**src/logic/sbw_pkg.sv**
```systemverilog
// Constants shared by the system-bus write and arbitration logic.
// Assumes one clock and a synchronous active-high reset.
// Operation
// - Legacy mode: each single write takes address, data, then two dummy cycles.
// - Legacy mode: a write starts only after write_accept_n low two cycles earlier.
// - Reissue mode: write completes only if write_accept_n is also low at address.
// - Pipeline mode: address/data pairs back to back, each needing accept two earlier.
// - Block write: command and address, then one strobed data cycle per beat.
// - Block writes follow the same three flow-control modes as single writes.
// - Agent requests the bus; device answers with handover and releases buses.
// - Device starts no new requests while asserted, finishing current work before release.
// - Handover is a one-cycle pulse with both buses tri-stated.
// - Device drives its own requests one cycle after agent released buses.
// - External read and its response are never split by another request.
// - Buses stay undriven one cycle after handover before agent drives command.
// - Read answered by one strobed final-response data cycle, device keeps driving.
// - Every external read answers undefined data with error bit five set.
// - Null request: one strobed command cycle, then interface returns to master.
// - Mode field: 00 legacy, 01 reserved, 10 pipeline, 11 reissue; resets 00.
// - Block pattern bit: 0 one beat per three cycles, 1 every cycle; resets 0.
package sbw_pkg;
	localparam int SBW_CMD_W = 9;
	localparam logic [1:0] SBW_MODE_LEGACY = 2'h0;
	localparam logic [1:0] SBW_MODE_RSVD = 2'h1;
	localparam logic [1:0] SBW_MODE_PIPE = 2'h2;
	localparam logic [1:0] SBW_MODE_REISSUE = 2'h3;
	localparam logic [1:0] SBW_MODE_RESET = 2'h0;
	localparam logic SBW_PAT_SLOW = 1'h0;
	localparam logic SBW_PAT_RESET = 1'h0;
	// Dummy cycles after a legacy write and unused cycles between slow beats
	localparam logic [1:0] SBW_GAP_CYCLES = 2'h2;
	// Request kind sits in command bits 8..5
	localparam int SBW_KIND_HI = 8;
	localparam int SBW_KIND_LO = 5;
	localparam logic [3:0] SBW_KIND_READ = 4'h0;
	localparam logic [3:0] SBW_KIND_NULL = 4'h3;
	localparam int SBW_ERR_BIT = 5;
	localparam logic [8:0] SBW_CMD_IDLE = 9'h000;
	localparam logic [8:0] SBW_CMD_WRITE = 9'h040;
	localparam logic [8:0] SBW_DID_MORE = 9'h100;
	localparam logic [8:0] SBW_DID_LAST = 9'h180;
	localparam logic [8:0] SBW_DID_RESP_ERR = 9'h1E0;
	typedef enum logic [3:0] {
		SBW_IDLE, SBW_ADDR, SBW_DATA, SBW_BEAT_GAP, SBW_DUMMY,
		SBW_HANDOVER, SBW_SLAVE, SBW_RESP_GAP, SBW_RESP, SBW_RETURN_GAP
	} sbw_state_t;
endpackage

```
**src/logic/sbw_beat_mem.sv**
```systemverilog
// Small beat store for block writes, registered read port.
// Writer must not touch an entry while a block write is reading it.
`timescale 1ns/1ps
module sbw_beat_mem #(
	parameter int WIDTH = 32,
	parameter int DEPTH = 8,
	parameter int IDX_W = 3
) (
	input wire logic clock,
	input wire logic wr_en,
	input wire logic [IDX_W-1:0] wr_index,
	input wire logic [WIDTH-1:0] wr_data,
	input wire logic [IDX_W-1:0] rd_index,
	output logic [WIDTH-1:0] rd_data_reg
);
	logic [WIDTH-1:0] store [DEPTH];

	always_ff @(posedge clock) begin
		if (wr_en)
			store[wr_index] <= wr_data;
	end

	always_ff @(posedge clock) begin
		rd_data_reg <= store[rd_index];
	end
endmodule

```
**src/logic/sbw_sysbus_write.sv**
```systemverilog
// Processor end of the multiplexed system bus: write flow control,
// block writes, bus handover, external read error answer, null request.
// Assumes all inputs are synchronous to clock; the agent keeps its own timing.
`timescale 1ns/1ps
module sbw_sysbus_write import sbw_pkg::*; #(
	parameter int AD_W = 32,
	parameter int MAX_BEATS = 8,
	parameter int IDX_W = $clog2(MAX_BEATS)
) (
	input wire logic clock,
	input wire logic reset,
	input wire logic cfg_load,
	input wire logic [1:0] cfg_write_mode,
	input wire logic cfg_block_pattern,
	input wire logic wr_valid,
	input wire logic wr_block,
	input wire logic [IDX_W-1:0] wr_len_m1,
	input wire logic [AD_W-1:0] wr_addr,
	input wire logic [AD_W-1:0] wr_data,
	input wire logic fill_en,
	input wire logic [IDX_W-1:0] fill_index,
	input wire logic [AD_W-1:0] fill_data,
	output logic wr_taken_reg,
	output logic wr_done_reg,
	output logic [1:0] write_mode_reg,
	output logic block_pattern_reg,
	input wire logic write_accept_n,
	input wire logic agent_bus_request_n,
	input wire logic agent_strobe_n,
	input wire logic [AD_W-1:0] addr_data_in,
	output logic [AD_W-1:0] addr_data_out_reg,
	output logic addr_data_oe_n_reg,
	input wire logic [SBW_CMD_W-1:0] command_in,
	output logic [SBW_CMD_W-1:0] command_out_reg,
	output logic command_oe_n_reg,
	output logic proc_strobe_n_reg,
	output logic bus_handover_n_reg
);
	if (MAX_BEATS < 2 || AD_W < 8 || (1 << IDX_W) < MAX_BEATS)
		$error("sbw_sysbus_write: unsupported width or beat count");

	sbw_state_t state_reg, state_next;
	logic accept_d1_reg;
	logic retry_reg;
	logic [1:0] gap_reg;
	logic [IDX_W-1:0] beat_reg, beat_next;
	logic [IDX_W-1:0] left_reg;
	logic blk_reg;
	logic last_reg, last_next;
	logic [AD_W-1:0] addr_hold_reg;
	logic [AD_W-1:0] data_hold_reg;
	logic [AD_W-1:0] mem_rd_data;
	logic start_ok, issue, gap_done, legacy_like, reissue, fresh;
	logic [3:0] ext_kind;

	sbw_beat_mem #(.WIDTH(AD_W), .DEPTH(MAX_BEATS), .IDX_W(IDX_W))
		u_sbw_beat_mem (
		.clock(clock),
		.wr_en(fill_en),
		.wr_index(fill_index),
		.wr_data(fill_data),
		.rd_index(beat_next),
		.rd_data_reg(mem_rd_data)
	);

	// Reserved mode behaves as legacy, the safest spacing
	assign legacy_like = write_mode_reg == SBW_MODE_LEGACY ||
		write_mode_reg == SBW_MODE_RSVD;
	assign reissue = write_mode_reg == SBW_MODE_REISSUE;
	// Accept sampled one cycle ago means low two cycles before address
	assign start_ok = (retry_reg || wr_valid) && accept_d1_reg;
	assign gap_done = gap_reg == SBW_GAP_CYCLES - 2'h1;
	assign ext_kind = command_in[SBW_KIND_HI:SBW_KIND_LO];
	// Agent wins at a request boundary; a write in flight finishes first
	assign fresh = start_ok && agent_bus_request_n;
	assign issue = state_next == SBW_ADDR;
	assign last_next = (state_reg == SBW_ADDR) ? (left_reg == '0) :
		(left_reg == IDX_W'(1));

	always_comb begin
		state_next = state_reg;
		case (state_reg)
		SBW_IDLE: begin
			if (!agent_bus_request_n)
				state_next = SBW_HANDOVER;
			else if (start_ok)
				state_next = SBW_ADDR;
		end
		SBW_ADDR: begin
			if (reissue && write_accept_n)
				state_next = SBW_IDLE;
			else
				state_next = SBW_DATA;
		end
		SBW_DATA: begin
			if (!last_reg)
				state_next = (block_pattern_reg == SBW_PAT_SLOW) ?
					SBW_BEAT_GAP : SBW_DATA;
			else if (legacy_like)
				state_next = SBW_DUMMY;
			else if (fresh)
				state_next = SBW_ADDR;
			else
				state_next = SBW_IDLE;
		end
		SBW_BEAT_GAP: begin
			if (gap_done)
				state_next = SBW_DATA;
		end
		SBW_DUMMY: begin
			if (gap_done)
				state_next = fresh ? SBW_ADDR : SBW_IDLE;
		end
		SBW_HANDOVER: state_next = SBW_SLAVE;
		SBW_SLAVE: begin
			if (!agent_strobe_n && ext_kind == SBW_KIND_READ)
				state_next = SBW_RESP_GAP;
			else if (!agent_strobe_n && ext_kind == SBW_KIND_NULL)
				state_next = SBW_RETURN_GAP;
		end
		SBW_RESP_GAP: state_next = SBW_RESP;
		SBW_RESP: state_next = SBW_IDLE;
		SBW_RETURN_GAP: state_next = SBW_IDLE;
		default: state_next = SBW_IDLE;
		endcase
	end

	always_comb begin
		beat_next = beat_reg;
		if (issue || state_next == SBW_IDLE)
			beat_next = '0;
		else if (state_next == SBW_DATA && state_reg != SBW_ADDR)
			beat_next = beat_reg + IDX_W'(1);
		else if (state_next == SBW_DATA)
			beat_next = IDX_W'(1);
	end

	always_ff @(posedge clock) begin
		if (reset)
			state_reg <= SBW_IDLE;
		else
			state_reg <= state_next;
	end

	always_ff @(posedge clock) begin
		if (reset) begin
			write_mode_reg <= SBW_MODE_RESET;
			block_pattern_reg <= SBW_PAT_RESET;
		end else if (cfg_load) begin
			write_mode_reg <= cfg_write_mode;
			block_pattern_reg <= cfg_block_pattern;
		end
	end

	always_ff @(posedge clock) begin
		if (reset)
			accept_d1_reg <= 1'b0;
		else
			accept_d1_reg <= !write_accept_n;
	end

	// A refused reissue write is replayed from the hold registers
	always_ff @(posedge clock) begin
		if (reset)
			retry_reg <= 1'b0;
		else if (state_reg == SBW_ADDR && reissue && write_accept_n)
			retry_reg <= 1'b1;
		else if (state_reg == SBW_ADDR)
			retry_reg <= 1'b0;
	end

	always_ff @(posedge clock) begin
		if (reset) begin
			addr_hold_reg <= '0;
			data_hold_reg <= '0;
			blk_reg <= 1'b0;
		end else if (issue && !retry_reg) begin
			addr_hold_reg <= wr_addr;
			data_hold_reg <= wr_data;
			blk_reg <= wr_block;
		end
	end

	always_ff @(posedge clock) begin
		if (reset)
			left_reg <= '0;
		else if (issue && !retry_reg)
			left_reg <= wr_block ? wr_len_m1 : '0;
		else if (state_next == SBW_DATA && state_reg != SBW_ADDR)
			left_reg <= left_reg - IDX_W'(1);
	end

	always_ff @(posedge clock) begin
		if (reset)
			beat_reg <= '0;
		else
			beat_reg <= beat_next;
	end

	always_ff @(posedge clock) begin
		if (reset)
			last_reg <= 1'b0;
		else if (state_next == SBW_DATA)
			last_reg <= last_next;
	end

	always_ff @(posedge clock) begin
		if (reset)
			gap_reg <= '0;
		else if (state_reg == SBW_BEAT_GAP || state_reg == SBW_DUMMY)
			gap_reg <= gap_reg + 2'h1;
		else
			gap_reg <= '0;
	end

	always_ff @(posedge clock) begin
		if (reset) begin
			wr_taken_reg <= 1'b0;
			wr_done_reg <= 1'b0;
		end else begin
			wr_taken_reg <= issue && !retry_reg;
			wr_done_reg <= state_next == SBW_DATA && last_next;
		end
	end

	always_ff @(posedge clock) begin
		if (reset) begin
			addr_data_oe_n_reg <= 1'b0;
			command_oe_n_reg <= 1'b0;
		end else begin
			addr_data_oe_n_reg <= state_next == SBW_HANDOVER ||
				state_next == SBW_SLAVE || state_next == SBW_RESP_GAP ||
				state_next == SBW_RETURN_GAP;
			command_oe_n_reg <= state_next == SBW_HANDOVER ||
				state_next == SBW_SLAVE || state_next == SBW_RESP_GAP ||
				state_next == SBW_RETURN_GAP;
		end
	end

	always_ff @(posedge clock) begin
		if (reset)
			bus_handover_n_reg <= 1'b1;
		else
			bus_handover_n_reg <= state_next != SBW_HANDOVER;
	end

	always_ff @(posedge clock) begin
		if (reset)
			proc_strobe_n_reg <= 1'b1;
		else
			proc_strobe_n_reg <= !(state_next == SBW_ADDR ||
				state_next == SBW_DATA || state_next == SBW_RESP);
	end

	always_ff @(posedge clock) begin
		if (reset) begin
			command_out_reg <= SBW_CMD_IDLE;
			addr_data_out_reg <= '0;
		end else begin
			case (state_next)
			SBW_ADDR: begin
				command_out_reg <= SBW_CMD_WRITE;
				addr_data_out_reg <= retry_reg ? addr_hold_reg : wr_addr;
			end
			SBW_DATA: begin
				command_out_reg <= last_next ? SBW_DID_LAST :
					SBW_DID_MORE;
				addr_data_out_reg <= blk_reg ? mem_rd_data :
					data_hold_reg;
			end
			SBW_RESP: begin
				// Nothing inside is readable from outside
				command_out_reg <= SBW_DID_RESP_ERR;
				addr_data_out_reg <= '0;
			end
			default: begin
				command_out_reg <= SBW_CMD_IDLE;
				addr_data_out_reg <= '0;
			end
			endcase
		end
	end
endmodule

```
**config.mk**
```make
export PLATFORM = sky130hd
export DESIGN_NAME = sbw_sysbus_write
export DESIGN_NICKNAME = d
export VERILOG_FILES = /design/src/logic/sbw_pkg.sv /design/src/logic/sbw_beat_mem.sv /design/src/logic/sbw_sysbus_write.sv
export SDC_FILE = /design/constraint.sdc
export NUM_CORES = 1
export LEC_CHECK = 0
export BUFFER_PORTS_ARGS = -buffer_cell sky130_fd_sc_hd__buf_2
export CAP_MARGIN = 15
export CORE_MARGIN = 2
export CORE_UTILIZATION = 52
export DETAILED_ROUTE_END_ITERATION = 16
export PLACE_DENSITY = 0.74
export RECOVER_POWER = 100
export SKIP_CTS_REPAIR_TIMING = 1
export SLEW_MARGIN = 25
export SYNTH_ARGS = -nofsm -noshare
export SYNTH_HDL_FRONTEND = slang
export SYNTH_SLANG_ARGS = --single-unit
```
**constraint.sdc**
```tcl
create_clock -name clock -period 3.9 [get_ports clock]
set_clock_uncertainty 0.05 [all_clocks]
set_input_delay 1.17 -clock clock [delete_from_list [all_inputs] [get_ports clock]]
set_output_delay 1.17 -clock clock [all_outputs]
set_load 0.005 [all_outputs]
```
Word level (Yosys, flattened, before mapping)
Memories as Yosys holds them, arrays and structs flattened. A register that Yosys moved wholly into a read port is not among the register bits.
Index checks and enable logic that the tools add are counted.
W data, S select, Z words.
{"block": "op_classes", "n_addsub": 3, "eq_ne": 21, "n_mux": 28, "bitwise_logic": 1, "n_reduce_logical": 31}
{"op": "$mux W32", "n": 2}
{"op": "$pmux W32 S2", "n": 1}
{"op": "$pmux W4 S8", "n": 1}
{"op": "$eq A4 B3 Y1 const B", "n": 7}
{"op": "$pmux W9 S3", "n": 1}
{"op": "$mux W3", "n": 8}
{"op": "$mux W4", "n": 6}
{"op": "$eq A4 B2 Y1 const B", "n": 4}
{"op": "$logic_not A4 Y1", "n": 3}
{"op": "$logic_and A1 B1 Y1", "n": 10}
{"op": "$logic_or A1 B1 Y1", "n": 9}
{"op": "$eq A4 B1 Y1 const B", "n": 2}
{"op": "$eq A4 B4 Y1 const B", "n": 2}
{"op": "$mux W8", "n": 1}
{"op": "$mux W1", "n": 7}
{"op": "$eq A2 B1 Y1 const B", "n": 2}
{"op": "$logic_not A1 Y1", "n": 4}
{"op": "$ne A4 B1 Y1 const B", "n": 1}
{"op": "$ne A4 B3 Y1 const B", "n": 1}
{"op": "$reduce_bool A2 Y1", "n": 2}
{"op": "$add A3 B1 Y3 const B", "n": 1}
{"op": "$eq A3 B1 Y1 const B", "n": 1}
{"op": "$logic_not A3 Y1", "n": 1}
{"op": "$sub A3 B1 Y3 const B", "n": 1}
{"op": "6 further kinds", "n": 6}
{"block": "totals", "reg_bits": 129, "ram_bits": 256, "wordCells": 104, "memories": 1}
{"name": "u_sbw_beat_mem.store", "depth": 8, "word_bits": 32, "read_ports": 1, "rd_clocked_by_memory_dff": 1, "write_ports": 1, "line": "sbw_beat_mem.sv:16", "source": "logic [WIDTH-1:0] store [DEPTH];"}

Depth between registers and ports, before layout
{"block": "logic_depth", "ltp_word": 11, "ltp_mapped": 13, "ltp_nobuf": 9}

Cells and area by module
From an unflattened synthesis, not the netlist that was laid out.
{"block": "unflattened", "hier_cells": 1040, "area_unflattened_um2": 15976.6}
{"mod": "sbw_beat_mem", "instances": 1, "cells_per_inst": 415, "area_each_um2": 10466.3, "seq_area_each_um2": 8328.0}
{"mod": "sbw_sysbus_write", "instances": 1, "cells_per_inst": 625, "area_each_um2": 5510.3, "seq_area_each_um2": 2482.4}

Worst setup path before layout
OpenSTA, ideal clock, no wires.
{"block": "synth_timing", "path_type": "input to register", "start": "input fill_index[2]", "end": "memory u_sbw_beat_mem.store[0][0], enable pin", "setup_ns": 0.461, "arrival_time_ns": 3.556, "path_slack_ns": -0.167, "path_stages": 2, "cell_sequence": "nand2b_1 nor3_1"}
{"element": "from (decl)", "line": "sbw_sysbus_write.sv:21", "source": "input wire logic [IDX_W-1:0] fill_index,"}
{"element": "to (decl)", "line": "sbw_beat_mem.sv:16"}
No word-level cell before the write port.

Worst setup path in the final report
{"block": "layout_timing", "start": "register state_reg[0]", "end": "register u_sbw_beat_mem.rd_data_reg[11], read port of u_sbw_beat_mem.store"}
{"block": "layout_between", "elab_chain_len": 7, "word_cells_on_any_way": 24}
{"element": "from (decl)", "line": "sbw_sysbus_write.sv:42", "source": "sbw_state_t state_reg, state_next;"}
{"element": "from (signal assigned)", "line": "sbw_sysbus_write.sv:142", "source": "state_reg <= state_next;"}
{"element": "$mux W4, on equally long branches", "line": "sbw_sysbus_write.sv:118, sbw_sysbus_write.sv:86"}
{"element": "$mux W4, on equally long branches", "line": "sbw_sysbus_write.sv:116, sbw_sysbus_write.sv:84"}
{"element": "$pmux W4 S8", "line": "sbw_sysbus_write.sv:82", "source": "case (state_reg)"}
{"element": "$eq A4 B2 Y1", "line": "sbw_sysbus_write.sv:132, sbw_sysbus_write.sv:134"}
{"element": "$mux W3 / $logic_and A1 B1 Y1 (equally long branches)", "line": "sbw_sysbus_write.sv:134, sbw_sysbus_write.sv:132"}
{"element": "$mux W3", "line": "sbw_sysbus_write.sv:132", "source": "else if (state_next == SBW_DATA && state_reg != SBW_ADDR)"}
{"element": "$mux W3 (*)", "line": "sbw_sysbus_write.sv:130", "source": "if (issue || state_next == SBW_IDLE)"}
{"element": "to (decl)", "line": "sbw_beat_mem.sv:14", "source": "output logic [WIDTH-1:0] rd_data_reg"}
Mark *: on every way between the ends. The rest lies on a longest branch, timed or not.
A chain may end at the register's enable or synchronous reset.

==> out/qor.txt <==
status: finished, violations left
failing checks: capacitance limit, slew limit
Reg with most FFs: u_sbw_beat_mem.store
Final Hold Vio Count: 0
Post-synth ARST share: 0
total vias in the final route: 10210
clock sinks: 412
Post-Route WL: 35960 µm
Die X: 180.8 µm
Min-Delay Path Depth: 1
P&R area growth vs syn: 14.61%
Post-synth top flop: edfxtp_1
Psw: 0.004145 W
RSZ-0062 raised after global routing: false
Worst path max stage delay: 0.50 ns
Detailed Place HPWL: 21230 µm
Rel. slew slack: -0.6210
cell-by-cell trace of the critical path: or4b_1, o32ai_1, o211a_4, mux2_2, a21oi_2, buf_12, buf_4, a211oi_1, a2111oi_0
endpoint of the worst register-to-register path: u_sbw_beat_mem.rd_data_reg[11]
grt met2 use: 0.3466
Layout fillers: 2365
max-slew violation count: 165
FMAX: 0.2882 GHz
Site Rows: 64
worst-path fanout max: 26
initial DRC count: 763
slowest CP cell: dfxtp_1
Worst Path Buf+Inv: 2
top-level port count: 205
VDD IR max: 0.0004366 V
Post-synth top cells: edfxtp_1 (256), dfxtp_1 (156), nand2_1 (142)
Synth Warn #: 0
internal power: 0.008926 W
Die Y: 180.8 µm
reg-to-reg startpoint: state_reg[0]
CP Depth: 9
Num CTS Buffers: 41
gpl congestion: 0.8124
largest area contributor in the netlist: edfxtp_1
register share of total power: 0.436
Root Driver: clkbuf_16
GRT Residual Overflow: 0
met1 usage in global routing: 0.3009
Worst EP arrival: 3.81 ns
Finished Layout Cells: 1804
Synth Area per Inst: 13.22 µm²
min Tclk post-route: 3.470 ns
HP Start: gap_reg[0]
Skew-Pair Late Insertion Delay: 0.53 ns
LEAKAGE: 6.181 nW
Hold Crit Class: flop to flop
overall power: 0.01307 W
Port Buf Inserts: 162
Sw Ratio: 0.3171
ranking of synthesized cells by area: edfxtp_1 (47%), dfxtp_1 (19%), mux2i_1 (6.3%), a211oi_1 (4.5%), a21boi_0 (4.4%)
post-DR vias/cell: 5.661
Worst-Margin Slew: 2.431 ns
number of flops mapped to enable cells by yosys: 256
post-route design area: 18620 µm²
DR WL/cell: 19.93 µm
layout cell share with drive strength beyond 1: 0.1722
DRC viols: 0
post-synthesis register bit count: 412
R2R Setup Slk: 0.43 ns
instance area at placement: 17520 µm²
CTS clk-pin slew, worst paths: 0.06 ns
first-pass GRT wire length: 55500 µm
register area share after synthesis: 0.6654
Mapped Cells: 1229
Tcrit/Tclk final: 0.8898
Clk pwr share: 0.287
H-tree levels: 2
total track usage: 0.2160
CP Class: flop to flop
post-synth design cell area: 16250 µm²
multi-input combinational cell area: 4882 µm²
Setup crit end kind: flop
Clock Tree Buf Depth: 3
Worst Hold Path EP: gap_reg[0]
core area: 30670 µm²
cells on worst reg2reg path: 9
starting density of the core: 0.5297
final setup fails: 0
sequential cell area: 10810 µm²
post-synthesis cell type count: 54
logic gate share of total power: 0.277
Cells after DPL: 1726
drt pass-1 iters: 5
TritonCTS clock tree: done
Die ar.: 32670 µm²
Final ANT Viol Nets: 0
vias in the first global route: 9994
max reg flops: 256
NumNets Final: 1533
CP Launch Type: flop
Max Cap Viol: 5
initial antenna violation count: 4
crit-path leading delay family: compound AO/OA/AOI/OAI gates
Critical Path RT: 4.24 ns
M3 GR Usage: 0.04233
pin count of the biggest net entering global routing: 97
PD cells: 702.0 nW/µm²
Synth top area share: 0.4732
count leader, synth: edfxtp_1
Setup TNS: 0 ns
Most Crowded Layer GR: met2
-- metal layers --
layer | routed length (µm) | part of all wire | vias up
met4 | 664 | 0.018 | 2
met3 | 2193 | 0.061 | 55
met2 | 16860 | 0.47 | 307
li1 | - | - | 4895
met1 | 16220 | 0.45 | 4954
met5 | 16 | 0.00044 | -
-- final cells by class --
cell class,instances,area share
clock inverters,21,0.008668
inverters,8,0.001613
clock buffers,54,0.06095
well taps,396,0.02661
flip-flops and latches,412,0.5807
diodes,3,0.0004032
repair buffers,198,0.05886
multi-input cells,712,0.2622
-- cells by family after synthesis --
group / count (synthesis) / synth area share
AO/OA/AOI/OAI: 353 / 0.1701
XOR/XNOR: 3 / 0.001618
adder cells (fa/ha/maj): 5 / 0.003851
buffers and inverters: 109 / 0.03281
flip-flops: 412 / 0.6654
multiplexers: 104 / 0.06415
other: 1 / 0.0002308
AND/OR/NAND/NOR: 242 / 0.06184
-- worst register-to-register path: cells and delay by family, from the launching register on --
kind                   cells  cell delay, ns
multiplexers               1            0.39
buffers and inverters      2            0.46
flip-flops                 1            0.50
AO/OA/AOI/OAI              5            1.45
AND/OR/NAND/NOR            1            0.50
-- power by group through the flow --
stage,Clock (W),Combinational (W),Sequential (W)
6_report,0.00375,0.00363,0.00570
5_1_grt,0.00400,0.00399,0.00576
4_1_cts,0.00381,0.00379,0.00569
3_5_place_dp,0,0.00378,0.00578
3_3_place_gp,0,0.00367,0.00575
2_1_floorplan,0,0.00285,0.00557
-- cell usage in the layout (no fill, tap or decap), types with 3 or more instances in the layout --
cell type / n
buf_2: 113
nor2_1: 51
nor2_2: 4
clkbuf_1: 60
nor2_4: 3
a211oi_1: 98
nand2_1: 142
nand3_1: 6
clkinv_1: 6
conb_1: 5
a21boi_0: 96
clkbuf_8: 3
diode_2: 3
mux2i_1: 103
ha_1: 5
clkbuf_2: 8
nor4_1: 3
inv_1: 8
a2111oi_2: 14
dfxtp_1: 154
nand2b_1: 7
clkbuf_16: 42
nor2b_1: 6
buf_12: 9
clkinv_2: 11
o22a_1: 32
a2111oi_0: 16
o21ai_0: 3
a21oi_1: 73
buf_4: 15
nor3_1: 5
edfxtp_1: 256
-- through the flow --
step | worst slack (ns) | utilization | hold WS (ns)
after floorplan | 0.6328 | - | 0.3474
after global placement | 0.2894 | 0.5713 | 0.3561
after detailed placement | 0.2158 | 0.5713 | 0.3629
after CTS | 0.7284 | 0.6135 | 0.3718
after global routing | 0.2838 | 0.6070 | 0.3972
final | 0.4298 | 0.6071 | 0.3710
-- worst max path at each step --
stage / start / end / slack, ns
floorplan: wr_valid / u_sbw_beat_mem.rd_data_reg[11] / 0.63
global placement: wr_valid / u_sbw_beat_mem.rd_data_reg[17] / 0.29
detailed placement: wr_valid / u_sbw_beat_mem.rd_data_reg[20] / 0.22
CTS: state_reg[2] / u_sbw_beat_mem.rd_data_reg[7] / 0.73
global route: agent_strobe_n / left_reg[1] / 0.28
finish: state_reg[0] / u_sbw_beat_mem.rd_data_reg[11] / 0.43
(Power assumes the default switching activity.)
